===== config.mk =====
export PLATFORM = sky130hd
export DESIGN_NAME = gmof_formatter
export DESIGN_NICKNAME = d
export VERILOG_FILES = /design/src/core/gmof_pkg.sv /design/src/core/gmof_formatter.sv
export SDC_FILE = /design/constraint.sdc
export NUM_CORES = 2
export LEC_CHECK = 0
export BUFFER_PORTS_ARGS = -buffer_cell sky130_fd_sc_hd__clkbuf_2
export CORE_UTILIZATION = 61
export DETAILED_ROUTE_END_ITERATION = 12
export HOLD_SLACK_MARGIN = 0.1
export PLACE_DENSITY = 0.82
export SKIP_LAST_GASP = 1
export SYNTH_ARGS = -nofsm -noshare
export SYNTH_HDL_FRONTEND = slang
export SYNTH_SLANG_ARGS = --single-unit

===== constraint.sdc =====
create_clock -name sys_clk -period 30.2 [get_ports sys_clk]
set_input_delay 4.53 -clock sys_clk [delete_from_list [all_inputs] [get_ports sys_clk]]
set_output_delay 4.53 -clock sys_clk [all_outputs]
set_load 0.005 [all_outputs]

===== src/core/gmof_pkg.sv =====
package gmof_pkg;
  localparam int AXES  = 3;
  localparam int VAL_W = 24;

  localparam logic [7:0] ADDR_CTRL   = 8'h00;
  localparam logic [7:0] ADDR_CMD    = 8'h04;
  localparam logic [7:0] ADDR_STATUS = 8'h08;
  localparam logic [7:0] ADDR_DATA0  = 8'h0C;

  localparam int CTRL_FUNC_LSB    = 0;
  localparam int CTRL_TRANSMIT_TRIGGER_IN_BIT = 2;
  localparam int CTRL_RATE_LSB    = 4;
  localparam logic [1:0] CTRL_FUNC_RESET    = 2'h0;
  localparam logic       CTRL_TRANSMIT_TRIGGER_IN_RESET = 1'b0;
  localparam logic [2:0] CTRL_RATE_RESET    = 3'h0;
  localparam logic [2:0] RATE_LOG2_MAX      = 3'h4;

  localparam int CMD_RESET_BIT     = 0;
  localparam int CMD_SVC_ENTER_BIT = 1;
  localparam int CMD_SVC_NORM_BIT  = 2;
  localparam int CMD_SVC_INIT_BIT  = 3;
  localparam int CMD_SPECIAL_LSB   = 4;

  localparam int STAT_BUSY_BIT    = 0;
  localparam int STAT_STARTUP_BIT = 6;
  localparam int STAT_MODE_LSB    = 8;

  localparam int CLK_FREQ_HZ       = 100_000_000;
  localparam int SAMPLE_RATE_HZ    = 2000;
  localparam int SAMPLE_DIV_CYCLES = CLK_FREQ_HZ / SAMPLE_RATE_HZ;
  localparam int SETTLE_TIME_MS    = 100;
  localparam int STARTUP_TIME_MS   = 1000;
  localparam int SETTLE_TICKS      = SETTLE_TIME_MS * SAMPLE_RATE_HZ / 1000;
  localparam int STARTUP_TICKS     = STARTUP_TIME_MS * SAMPLE_RATE_HZ / 1000;

  // 2^24 * 2^7 / 2000, rate counts to angle counts per internal sample
  localparam logic signed [23:0] INC_SCALE = 24'sh10624E;
  localparam int                 INC_SHIFT = 24;

  localparam logic [1:0] RESP_OKAY   = 2'h0;
  localparam logic [1:0] RESP_SLVERR = 2'h2;

  typedef enum logic [6:0] {
    M_SETTLE  = 7'h01,
    M_SYNC    = 7'h02,
    M_PART    = 7'h04,
    M_SERIAL  = 7'h08,
    M_CONFIG  = 7'h10,
    M_NORMAL  = 7'h20,
    M_SERVICE = 7'h40
  } gmof_mode_t;

  typedef enum logic [1:0] {
    FUNC_RATE  = 2'h0,
    FUNC_INCR  = 2'h1,
    FUNC_AVG   = 2'h2,
    FUNC_INTEG = 2'h3
  } gmof_func_t;

  typedef enum logic [1:0] {
    KIND_MEAS   = 2'h0,
    KIND_PART   = 2'h1,
    KIND_SERIAL = 2'h2,
    KIND_CONFIG = 2'h3
  } gmof_kind_t;

  typedef logic signed [VAL_W-1:0] gmof_val_t;

  typedef struct packed {
    logic                  start;
    gmof_kind_t            kind;
    gmof_val_t [AXES-1:0]  value;
  } gmof_tx_t;
endpackage


===== src/core/gmof_formatter.sv =====
// What this block does
// - strobe falls aligned to output sample rate
// - strobe rises after datagram's last bit
// - external trigger: strobe not framing transmission
// - reset pin, reset cmd in normal mode, service init cmd in service mode force initialisation mode
// - settle, sync channels, send three identity datagrams
// - identity datagrams use their own format
// - after third datagram go normal; requestable later
// - sample at 2000/s, send per rate or trigger
// - keep transmitting despite error flags
// - startup flag bit 6 set on normal entry after initialisation
// - service exit to normal skips startup
// - incremental sums scaled samples per output period
// - average is mean of period samples
// - filtered samples are averaged
// - integrated angle wraps silently in [-4,4)
// - rate mode sends newest sample only
// - rate values 24-bit, 2^14 per deg/s
// - angle values 24-bit, 2^21 per degree
// - falling trigger edge sends one newest datagram
`timescale 1ns/10ps
module gmof_formatter #(
  parameter int SAMPLE_DIV    = gmof_pkg::SAMPLE_DIV_CYCLES,
  parameter int SETTLE_TICKS  = gmof_pkg::SETTLE_TICKS,
  parameter int STARTUP_TICKS = gmof_pkg::STARTUP_TICKS
) (
  input  wire logic                   sys_clk,
  input  wire logic                   rst,
  input  wire logic [7:0]             s_axi_awaddr,
  input  wire logic                   s_axi_awvalid,
  output logic                        s_axi_awready,
  input  wire logic [31:0]            s_axi_wdata,
  input  wire logic [3:0]             s_axi_wstrb,
  input  wire logic                   s_axi_wvalid,
  output logic                        s_axi_wready,
  output logic [1:0]                  s_axi_bresp,
  output logic                        s_axi_bvalid,
  input  wire logic                   s_axi_bready,
  input  wire logic [7:0]             s_axi_araddr,
  input  wire logic                   s_axi_arvalid,
  output logic                        s_axi_arready,
  output logic [31:0]                 s_axi_rdata,
  output logic [1:0]                  s_axi_rresp,
  output logic                        s_axi_rvalid,
  input  wire logic                   s_axi_rready,
  input  wire logic                   external_reset_n,
  input  wire logic                   transmit_trigger_in,
  input  wire logic [2:0][23:0]       sampleData,
  input  wire logic                   txDone,
  output logic                        sampleTick,
  output logic                        channelSync,
  output gmof_pkg::gmof_tx_t          txReq,
  output logic                        validity_strobe
);
  localparam int A = gmof_pkg::AXES;

  function automatic logic mapped(input logic [7:0] addr);
    mapped = (addr == gmof_pkg::ADDR_CTRL) || (addr == gmof_pkg::ADDR_CMD) ||
             (addr == gmof_pkg::ADDR_STATUS) ||
             ((addr >= gmof_pkg::ADDR_DATA0) && (addr < gmof_pkg::ADDR_DATA0 + 8'(4 * A)) &&
              (addr[1:0] == 2'h0));
  endfunction

  function automatic logic signed [47:0] scaleSample(input logic signed [23:0] s);
    scaleSample = s * gmof_pkg::INC_SCALE;
  endfunction

  // pin synchronisers
  logic [2:0] rstPinSync;
  logic [2:0] trigSync;
  logic       rstPinLvl;
  logic       trigLvl;
  logic       next_rstPinLvl;
  logic       next_trigLvl;
  logic       pinReset;
  logic       trigFall;

  always_comb begin
    next_rstPinLvl = (rstPinSync[1] == rstPinSync[2]) ? rstPinSync[2] : rstPinLvl;
    next_trigLvl   = (trigSync[1] == trigSync[2]) ? trigSync[2] : trigLvl;
  end

  always_ff @(posedge sys_clk or posedge rst) begin
    if (rst) begin
      rstPinSync <= 3'h7;
      trigSync   <= 3'h7;
      rstPinLvl  <= 1'b1;
      trigLvl    <= 1'b1;
    end else begin
      rstPinSync <= {rstPinSync[1:0], external_reset_n};
      trigSync   <= {trigSync[1:0], transmit_trigger_in};
      rstPinLvl  <= next_rstPinLvl;
      trigLvl    <= next_trigLvl;
    end
  end

  assign pinReset = ~rstPinLvl;
  assign trigFall = trigLvl & ~next_trigLvl;

  // internal sample divider
  logic [31:0] divCnt;
  logic [31:0] next_divCnt;
  logic        next_sampleTick;

  always_comb begin
    next_sampleTick = (divCnt == 32'(SAMPLE_DIV - 1));
    next_divCnt     = next_sampleTick ? 32'h0 : divCnt + 32'h1;
  end

  always_ff @(posedge sys_clk or posedge rst) begin
    if (rst) begin
      divCnt     <= 32'h0;
      sampleTick <= 1'b0;
    end else begin
      divCnt     <= next_divCnt;
      sampleTick <= next_sampleTick;
    end
  end

  // register slave
  gmof_pkg::gmof_func_t ctrlFunc;
  gmof_pkg::gmof_func_t next_ctrlFunc;
  logic        ctrlExt, next_ctrlExt;
  logic [2:0]  ctrlRate, next_ctrlRate;
  logic        awHeld, next_awHeld, wHeld, next_wHeld;
  logic [7:0]  awAddr, next_awAddr;
  logic [31:0] wData, next_wData;
  logic [3:0]  wStrb, next_wStrb;
  logic        next_bvalid, next_rvalid;
  logic [1:0]  next_bresp, next_rresp;
  logic [31:0] next_rdata, rdVal;
  logic [7:0]  wrAddr;
  logic [31:0] wrData;
  logic        wrFire, cmdWr;
  logic        cmdReset, cmdSvcEnter, cmdSvcNorm, cmdSvcInit;
  gmof_pkg::gmof_kind_t specialReq;

  gmof_pkg::gmof_mode_t mode, next_mode;
  logic        startupFlag, next_startupFlag;
  logic [31:0] phaseCnt, next_phaseCnt;
  logic        txBusy, next_txBusy;
  gmof_pkg::gmof_val_t outVal [A];
  gmof_pkg::gmof_val_t next_outVal [A];

  assign s_axi_awready = ~awHeld & ~s_axi_bvalid;
  assign s_axi_wready  = ~wHeld & ~s_axi_bvalid;
  assign s_axi_arready = ~s_axi_rvalid;

  always_comb begin
    wrAddr      = awHeld ? awAddr : s_axi_awaddr;
    wrData      = wHeld ? wData : s_axi_wdata;
    next_wStrb  = wHeld ? wStrb : s_axi_wstrb;
    wrFire      = (awHeld | (s_axi_awvalid & s_axi_awready)) &
                  (wHeld | (s_axi_wvalid & s_axi_wready)) & ~s_axi_bvalid;
    next_awAddr = wrAddr;
    next_wData  = wrData;
    next_awHeld = ~wrFire & (awHeld | (s_axi_awvalid & s_axi_awready));
    next_wHeld  = ~wrFire & (wHeld | (s_axi_wvalid & s_axi_wready));
    next_bvalid = wrFire | (s_axi_bvalid & ~s_axi_bready);
    next_bresp  = s_axi_bresp;
    if (wrFire) begin
      next_bresp = mapped(wrAddr) ? gmof_pkg::RESP_OKAY : gmof_pkg::RESP_SLVERR;
    end
    next_ctrlFunc = ctrlFunc;
    next_ctrlExt  = ctrlExt;
    next_ctrlRate = ctrlRate;
    if (wrFire && wrAddr == gmof_pkg::ADDR_CTRL && next_wStrb[0]) begin
      next_ctrlFunc = gmof_pkg::gmof_func_t'(wrData[gmof_pkg::CTRL_FUNC_LSB +: 2]);
      next_ctrlExt  = wrData[gmof_pkg::CTRL_TRANSMIT_TRIGGER_IN_BIT];
      next_ctrlRate = wrData[gmof_pkg::CTRL_RATE_LSB +: 3];
    end
    cmdWr       = wrFire && wrAddr == gmof_pkg::ADDR_CMD && next_wStrb[0];
    cmdReset    = cmdWr & wrData[gmof_pkg::CMD_RESET_BIT];
    cmdSvcEnter = cmdWr & wrData[gmof_pkg::CMD_SVC_ENTER_BIT];
    cmdSvcNorm  = cmdWr & wrData[gmof_pkg::CMD_SVC_NORM_BIT];
    cmdSvcInit  = cmdWr & wrData[gmof_pkg::CMD_SVC_INIT_BIT];
    specialReq  = cmdWr ? gmof_pkg::gmof_kind_t'(wrData[gmof_pkg::CMD_SPECIAL_LSB +: 2])
                        : gmof_pkg::KIND_MEAS;
    rdVal = 32'h0;
    if (s_axi_araddr == gmof_pkg::ADDR_CTRL) begin
      rdVal[gmof_pkg::CTRL_FUNC_LSB +: 2] = ctrlFunc;
      rdVal[gmof_pkg::CTRL_TRANSMIT_TRIGGER_IN_BIT]   = ctrlExt;
      rdVal[gmof_pkg::CTRL_RATE_LSB +: 3] = ctrlRate;
    end
    if (s_axi_araddr == gmof_pkg::ADDR_STATUS) begin
      rdVal[gmof_pkg::STAT_BUSY_BIT]      = txBusy;
      rdVal[gmof_pkg::STAT_STARTUP_BIT]   = startupFlag;
      rdVal[gmof_pkg::STAT_MODE_LSB +: 7] = mode;
    end
    for (int i = 0; i < A; i++) begin
      if (s_axi_araddr == gmof_pkg::ADDR_DATA0 + 8'(4 * i)) begin
        rdVal[23:0] = outVal[i];
      end
    end
    next_rvalid = s_axi_arready & s_axi_arvalid | (s_axi_rvalid & ~s_axi_rready);
    next_rdata  = s_axi_rdata;
    next_rresp  = s_axi_rresp;
    if (s_axi_arready & s_axi_arvalid) begin
      next_rdata = rdVal;
      next_rresp = mapped(s_axi_araddr) ? gmof_pkg::RESP_OKAY : gmof_pkg::RESP_SLVERR;
    end
  end

  always_ff @(posedge sys_clk or posedge rst) begin
    if (rst) begin
      awHeld       <= 1'b0;
      wHeld        <= 1'b0;
      awAddr       <= 8'h00;
      wData        <= 32'h0;
      wStrb        <= 4'h0;
      s_axi_bvalid <= 1'b0;
      s_axi_bresp  <= gmof_pkg::RESP_OKAY;
      s_axi_rvalid <= 1'b0;
      s_axi_rdata  <= 32'h0;
      s_axi_rresp  <= gmof_pkg::RESP_OKAY;
      ctrlFunc     <= gmof_pkg::gmof_func_t'(gmof_pkg::CTRL_FUNC_RESET);
      ctrlExt      <= gmof_pkg::CTRL_TRANSMIT_TRIGGER_IN_RESET;
      ctrlRate     <= gmof_pkg::CTRL_RATE_RESET;
    end else begin
      awHeld       <= next_awHeld;
      wHeld        <= next_wHeld;
      awAddr       <= next_awAddr;
      wData        <= next_wData;
      wStrb        <= next_wStrb;
      s_axi_bvalid <= next_bvalid;
      s_axi_bresp  <= next_bresp;
      s_axi_rvalid <= next_rvalid;
      s_axi_rdata  <= next_rdata;
      s_axi_rresp  <= next_rresp;
      ctrlFunc     <= next_ctrlFunc;
      ctrlExt      <= next_ctrlExt;
      ctrlRate     <= next_ctrlRate;
    end
  end

  // operating mode sequencer
  logic initReq;

  always_comb begin
    initReq = pinReset | (cmdReset & (mode == gmof_pkg::M_NORMAL)) |
              (cmdSvcInit & (mode == gmof_pkg::M_SERVICE));
    next_mode        = mode;
    next_phaseCnt    = phaseCnt;
    next_startupFlag = startupFlag;
    if (initReq) begin
      next_mode        = gmof_pkg::M_SETTLE;
      next_phaseCnt    = 32'h0;
      next_startupFlag = 1'b0;
    end else begin
      unique case (mode)
        gmof_pkg::M_SETTLE: begin
          if (sampleTick) begin
            if (phaseCnt == 32'(SETTLE_TICKS - 1)) begin
              next_mode     = gmof_pkg::M_SYNC;
              next_phaseCnt = 32'h0;
            end else begin
              next_phaseCnt = phaseCnt + 32'h1;
            end
          end
        end
        gmof_pkg::M_SYNC: next_mode = gmof_pkg::M_PART;
        gmof_pkg::M_PART: begin
          if (txDone && txReq.kind == gmof_pkg::KIND_PART) begin
            next_mode = gmof_pkg::M_SERIAL;
          end
        end
        gmof_pkg::M_SERIAL: begin
          if (txDone && txReq.kind == gmof_pkg::KIND_SERIAL) begin
            next_mode = gmof_pkg::M_CONFIG;
          end
        end
        gmof_pkg::M_CONFIG: begin
          if (txDone && txReq.kind == gmof_pkg::KIND_CONFIG) begin
            next_mode        = gmof_pkg::M_NORMAL;
            next_startupFlag = 1'b1;
            next_phaseCnt    = 32'h0;
          end
        end
        gmof_pkg::M_NORMAL: begin
          if (startupFlag && sampleTick) begin
            if (phaseCnt == 32'(STARTUP_TICKS - 1)) begin
              next_startupFlag = 1'b0;
            end else begin
              next_phaseCnt = phaseCnt + 32'h1;
            end
          end
          if (cmdSvcEnter) begin
            next_mode = gmof_pkg::M_SERVICE;
          end
        end
        gmof_pkg::M_SERVICE: begin
          if (cmdSvcNorm) begin
            next_mode        = gmof_pkg::M_NORMAL;
            next_startupFlag = 1'b0;
          end
        end
        default: next_mode = gmof_pkg::M_SETTLE;
      endcase
    end
  end

  always_ff @(posedge sys_clk or posedge rst) begin
    if (rst) begin
      mode        <= gmof_pkg::M_SETTLE;
      phaseCnt    <= 32'h0;
      startupFlag <= 1'b0;
    end else begin
      mode        <= next_mode;
      phaseCnt    <= next_phaseCnt;
      startupFlag <= next_startupFlag;
    end
  end

  assign channelSync = (mode == gmof_pkg::M_SYNC);

  // output functions
  logic [2:0] rateLog2, effLog2;
  logic [4:0] nSamp;
  logic [3:0] outCnt, next_outCnt;
  logic       outTick;
  logic signed [27:0] sumAcc [A];
  logic signed [27:0] next_sumAcc [A];
  logic signed [47:0] incAcc [A];
  logic signed [47:0] next_incAcc [A];
  logic signed [47:0] intAcc [A];
  logic signed [47:0] next_intAcc [A];

  always_comb begin
    rateLog2 = (ctrlRate > gmof_pkg::RATE_LOG2_MAX) ? gmof_pkg::RATE_LOG2_MAX : ctrlRate;
    effLog2  = ctrlExt ? 3'h0 : rateLog2;
    nSamp    = 5'h1 << effLog2;
    outTick  = sampleTick && ({1'b0, outCnt} == nSamp - 5'h1);
    next_outCnt = outCnt;
    if (sampleTick) begin
      next_outCnt = outTick ? 4'h0 : outCnt + 4'h1;
    end
    if (initReq) begin
      next_outCnt = 4'h0;
    end
  end

  always_comb begin
    logic signed [23:0] sIn;
    logic signed [47:0] prod;
    logic signed [27:0] sumIn;
    logic signed [47:0] incIn;
    sIn   = 24'sh0;
    prod  = 48'sh0;
    sumIn = 28'sh0;
    incIn = 48'sh0;
    for (int i = 0; i < A; i++) begin
      sIn            = $signed(sampleData[i]);
      prod           = scaleSample(sIn);
      sumIn          = sumAcc[i] + 28'(sIn);
      incIn          = incAcc[i] + prod;
      next_sumAcc[i] = sumAcc[i];
      next_incAcc[i] = incAcc[i];
      next_intAcc[i] = intAcc[i];
      next_outVal[i] = outVal[i];
      if (sampleTick) begin
        next_intAcc[i] = intAcc[i] + prod;
        next_sumAcc[i] = sumIn;
        next_incAcc[i] = incIn;
        if (outTick) begin
          next_sumAcc[i] = 28'sh0;
          next_incAcc[i] = 48'sh0;
          unique case (ctrlFunc)
            gmof_pkg::FUNC_RATE:  next_outVal[i] = sIn;
            gmof_pkg::FUNC_INCR:  next_outVal[i] = incIn[47:24];
            gmof_pkg::FUNC_AVG:   next_outVal[i] = 24'(sumIn >>> effLog2);
            gmof_pkg::FUNC_INTEG: next_outVal[i] = next_intAcc[i][47:24];
          endcase
        end
      end
      if (initReq) begin
        next_intAcc[i] = 48'sh0;
        next_sumAcc[i] = 28'sh0;
        next_incAcc[i] = 48'sh0;
      end
    end
  end

  always_ff @(posedge sys_clk or posedge rst) begin
    if (rst) begin
      outCnt <= 4'h0;
      for (int i = 0; i < A; i++) begin
        sumAcc[i] <= 28'sh0;
        incAcc[i] <= 48'sh0;
        intAcc[i] <= 48'sh0;
        outVal[i] <= 24'sh0;
      end
    end else begin
      outCnt <= next_outCnt;
      for (int i = 0; i < A; i++) begin
        sumAcc[i] <= next_sumAcc[i];
        incAcc[i] <= next_incAcc[i];
        intAcc[i] <= next_intAcc[i];
        outVal[i] <= next_outVal[i];
      end
    end
  end

  // datagram launch and validity strobe
  gmof_pkg::gmof_tx_t   next_txReq;
  gmof_pkg::gmof_kind_t pend, next_pend;
  logic launch, specialMode, next_strobe;

  always_comb begin
    launch      = ctrlExt ? trigFall : outTick;
    specialMode = (mode == gmof_pkg::M_PART) || (mode == gmof_pkg::M_SERIAL) ||
                  (mode == gmof_pkg::M_CONFIG);
    next_txReq       = txReq;
    next_txReq.start = 1'b0;
    next_txBusy      = txBusy & ~txDone;
    next_pend        = pend;
    if (specialMode && !txBusy) begin
      next_txReq.start = 1'b1;
      next_txReq.value = '0;
      next_txBusy      = 1'b1;
      next_txReq.kind  = (mode == gmof_pkg::M_PART) ? gmof_pkg::KIND_PART :
                         (mode == gmof_pkg::M_SERIAL) ? gmof_pkg::KIND_SERIAL :
                         gmof_pkg::KIND_CONFIG;
    end else if (mode == gmof_pkg::M_NORMAL && launch && !txBusy) begin
      next_txReq.start = 1'b1;
      next_txReq.kind  = pend;
      next_txBusy      = 1'b1;
      next_pend        = gmof_pkg::KIND_MEAS;
      for (int i = 0; i < A; i++) begin
        next_txReq.value[i] = (pend == gmof_pkg::KIND_MEAS) ? next_outVal[i] : 24'sh0;
      end
    end
    if (mode == gmof_pkg::M_NORMAL && specialReq != gmof_pkg::KIND_MEAS) begin
      next_pend = specialReq;
    end
    if (initReq) begin
      next_pend = gmof_pkg::KIND_MEAS;
    end
    next_strobe = validity_strobe;
    if (mode == gmof_pkg::M_NORMAL && ctrlExt) begin
      next_strobe = ~sampleTick;
    end else if (mode == gmof_pkg::M_NORMAL && launch && !txBusy) begin
      next_strobe = 1'b0;
    end else if (txDone || (!txBusy && mode != gmof_pkg::M_NORMAL)) begin
      next_strobe = 1'b1;
    end
  end

  always_ff @(posedge sys_clk or posedge rst) begin
    if (rst) begin
      txReq           <= '0;
      txBusy          <= 1'b0;
      pend            <= gmof_pkg::KIND_MEAS;
      validity_strobe <= 1'b1;
    end else begin
      txReq           <= next_txReq;
      txBusy          <= next_txBusy;
      pend            <= next_pend;
      validity_strobe <= next_strobe;
    end
  end
endmodule


==> flow_summary.toml <==
[route]
via_per_inst = 6.47
ant_nets = 0
drt-initial-drc-count = 7139
drcViolationCount = 0
vias = 66300
routed_wl_mm = 238
first_pass_iters = 9
avgRoutedWirePerCell_um = 23.2

[floorplanning]
die_area_um2 = 123000
start_util_pct = 61.7
die_w_um = 351
die_h_um = 351
io_pins = 253
core_area_um2 = 120000
rows = 127

[synthesis]
netlist_top_cells_count = "inv_1 (1,017), ha_1 (953), dfrtp_1 (644)"
synth.most_common_cell = "inv_1"
synth.cell_area_um2 = 74200
synth_edf_count = 0
yosysSeqAreaShare_pct = 22.1
async_flop_share_pct = 100
syn_area_per_cell_um2 = 8.72
synth_top_area_cell = "dfrtp_1"
ys_ff_latch = 654
yosysWarnings = 0
yosysTopAreaCellShare_pct = 21.7
syn_inst = 8512
synth.distinct_cells = 95
synth_area_leaders = "dfrtp_1 (22%), ha_1 (16%), fa_1 (12%), inv_1 (5.1%), a21oi_1 (3.8%)"
synth_ff_type = "dfrtp_1"

[placed_design]
post-dp-hpwl_mm = 179
gp_congestion = 1.02
place.port_buffers = 214

[global_routing]
antenna_found_initial = 6
grt_pass1_wl_mm = 366
grt_max_degree = 163
track_usage_pct = 38.3
grt_pass1_vias = 64800
grt_remaining_overflow = 0

[job]
drv_cap = 1

[layout]
ff_latch_area_um2 = 16400
fin_nets = 10100
utilization_pct = 66.3
fillers = 9738
multiInputGateArea_um2 = 52900
areaGrowthSynthToFinish_pct = 7.38
drive_above_1_share_pct = 7.02

[sta]
setup_tns_ns = 0
slew_headroom_pct = -0.399
post-route-period-util_pct = 46.7
rsz0062_at_grt = "false"
timing.fmax_ghz = 0.0709
final-hold-violation-count = 0
finalCriticalPeriod_ns = 14.10
maxSlewViolCount = 1
setup_viol = 0
tightest_slew_ns = 1.50
clock_skew_ns = 0.0628

[setup_path]
cp_slowest_cell = "a211oi_1"
crit_type = "in2reg"
crit_required_ns = 30.74
start_kind = "input port"
cp.arrival_ns = 14.65
cp_max_fo = 8
cpPeakStageDelay_ns = 1.21
crit_path_end_kind = "flip-flop"
cp_common_cell = "inv_1"

[clocking]
clk_pin_slew_ns = 0.06
cts_made_buffers = 79
worstSkewPairLatency_ns = 0.72
postCtsResizedCells = 0
cts_setup_buffers = 0
cts_buffer_depth = 3
cts.htree.levels = 3
clock-sinks = 654
cts-root-buf = "clkbuf_16"
ctsHoldBuffers = 0
cts_tree = "yes"

[run_status]
run_status = "finished with violations"
violations = "max-capacitance violations, max-slew violations"

[worst_hold_path]
hp-class = "reg2reg"
layout make-up:
type                            count  area share (%)
Multi-Input combinational cell   6531            66.4
Sequential cell                   654            20.6
Inverter                         1018            4.80
Clock buffer                      109            2.84
Tap cell                         1612            2.53
Timing Repair Buffer              280            2.01
Clock inverter                     30           0.852
Antenna cell                        2         0.00628
through the flow:
stage          std cells  instance area [µm²]  hold WS, ns  setup WS, ns
3_3_place_gp       10100                76800        0.351         15.97
2_1_floorplan       8521                74300        0.345          7.36
6_report           10200                79700        0.359         16.10
3_5_place_dp       10100                76800        0.349         15.81
5_1_grt            10200                79700        0.367         15.82
4_1_cts            10200                79700        0.363         16.48
path summary, 6_finish.rpt:
kind,cells after the start,end,startpoint,slack [ns]
max,35,txReq[16],sampleData[17],16.10
min,0,rstPinSync[1],rstPinSync[0],0.36
max reg2reg,16,txReq[45],ctrlExt,23.58
min reg2reg,0,rstPinSync[1],rstPinSync[0],0.36
max in group asynchronous,5,intAcc[49],rst,23.01
min in group asynchronous,2,incAcc[13],rst,3.91
logic make-up after synthesis:
| family | count (synthesis) | synth area share (%) |
|---|---|---|
| AO/OA/AOI/OAI | 2355 | 21.1 |
| AND/OR/NAND/NOR | 2040 | 12.8 |
| adder cells (fa/ha/maj) | 1393 | 27.9 |
| buffers and inverters | 1336 | 6.81 |
| flip-flops | 654 | 22.1 |
| XOR/XNOR | 500 | 5.92 |
| multiplexers | 233 | 3.38 |
| other | 1 | 0.00505 |
layout by cell type, fill, tap and decap left out, types with 140 or more instances in the layout:
master / count
o21ai_0: 504
a21o_1: 263
mux2i_1: 164
inv_1: 1015
xor2_1: 186
a22o_1: 140
fa_1: 438
ha_1: 953
nor2_1: 586
clkbuf_2: 214
xnor2_1: 313
nand2_1: 635
a21oi_1: 570
nand3_1: 164
dfrtp_1: 641
sequential cells by signal, indices dropped and copies added, names as in the netlist, 2 cells and up:
signal,count
wData,7
mode,7
sumAcc,84
awAddr,8
ctrlFunc,2
divCnt,32
intAcc,141
outVal,72
incAcc,141
ctrlRate,3
outCnt,4
rstPinSync,3
phaseCnt,32
txReq,75
trigSync,3
s_axi_rdata,24
pend,2
metal layers:
metal | global-route usage (%) | wire [µm] | vias to the layer above
met5 | 0 | 52 | -
met4 | 23.4 | 17000 | 8
met3 | 8.76 | 23400 | 829
met2 | 60.0 | 104000 | 3180
met1 | 48.1 | 92700 | 32100
li1 | - | - | 30200
worst max-delay path, delay by kind of cell:
family	cells	cell delay, ns
buffers and inverters	7	0.88
AND/OR/NAND/NOR	6	1.13
XOR/XNOR	1	0.21
AO/OA/AOI/OAI	13	4.31
adder cells (fa/ha/maj)	8	3.57
Power is left out: the tool's default activity adds up to more than one toggle a clock period on the data nets, which glitch-free logic cannot reach.
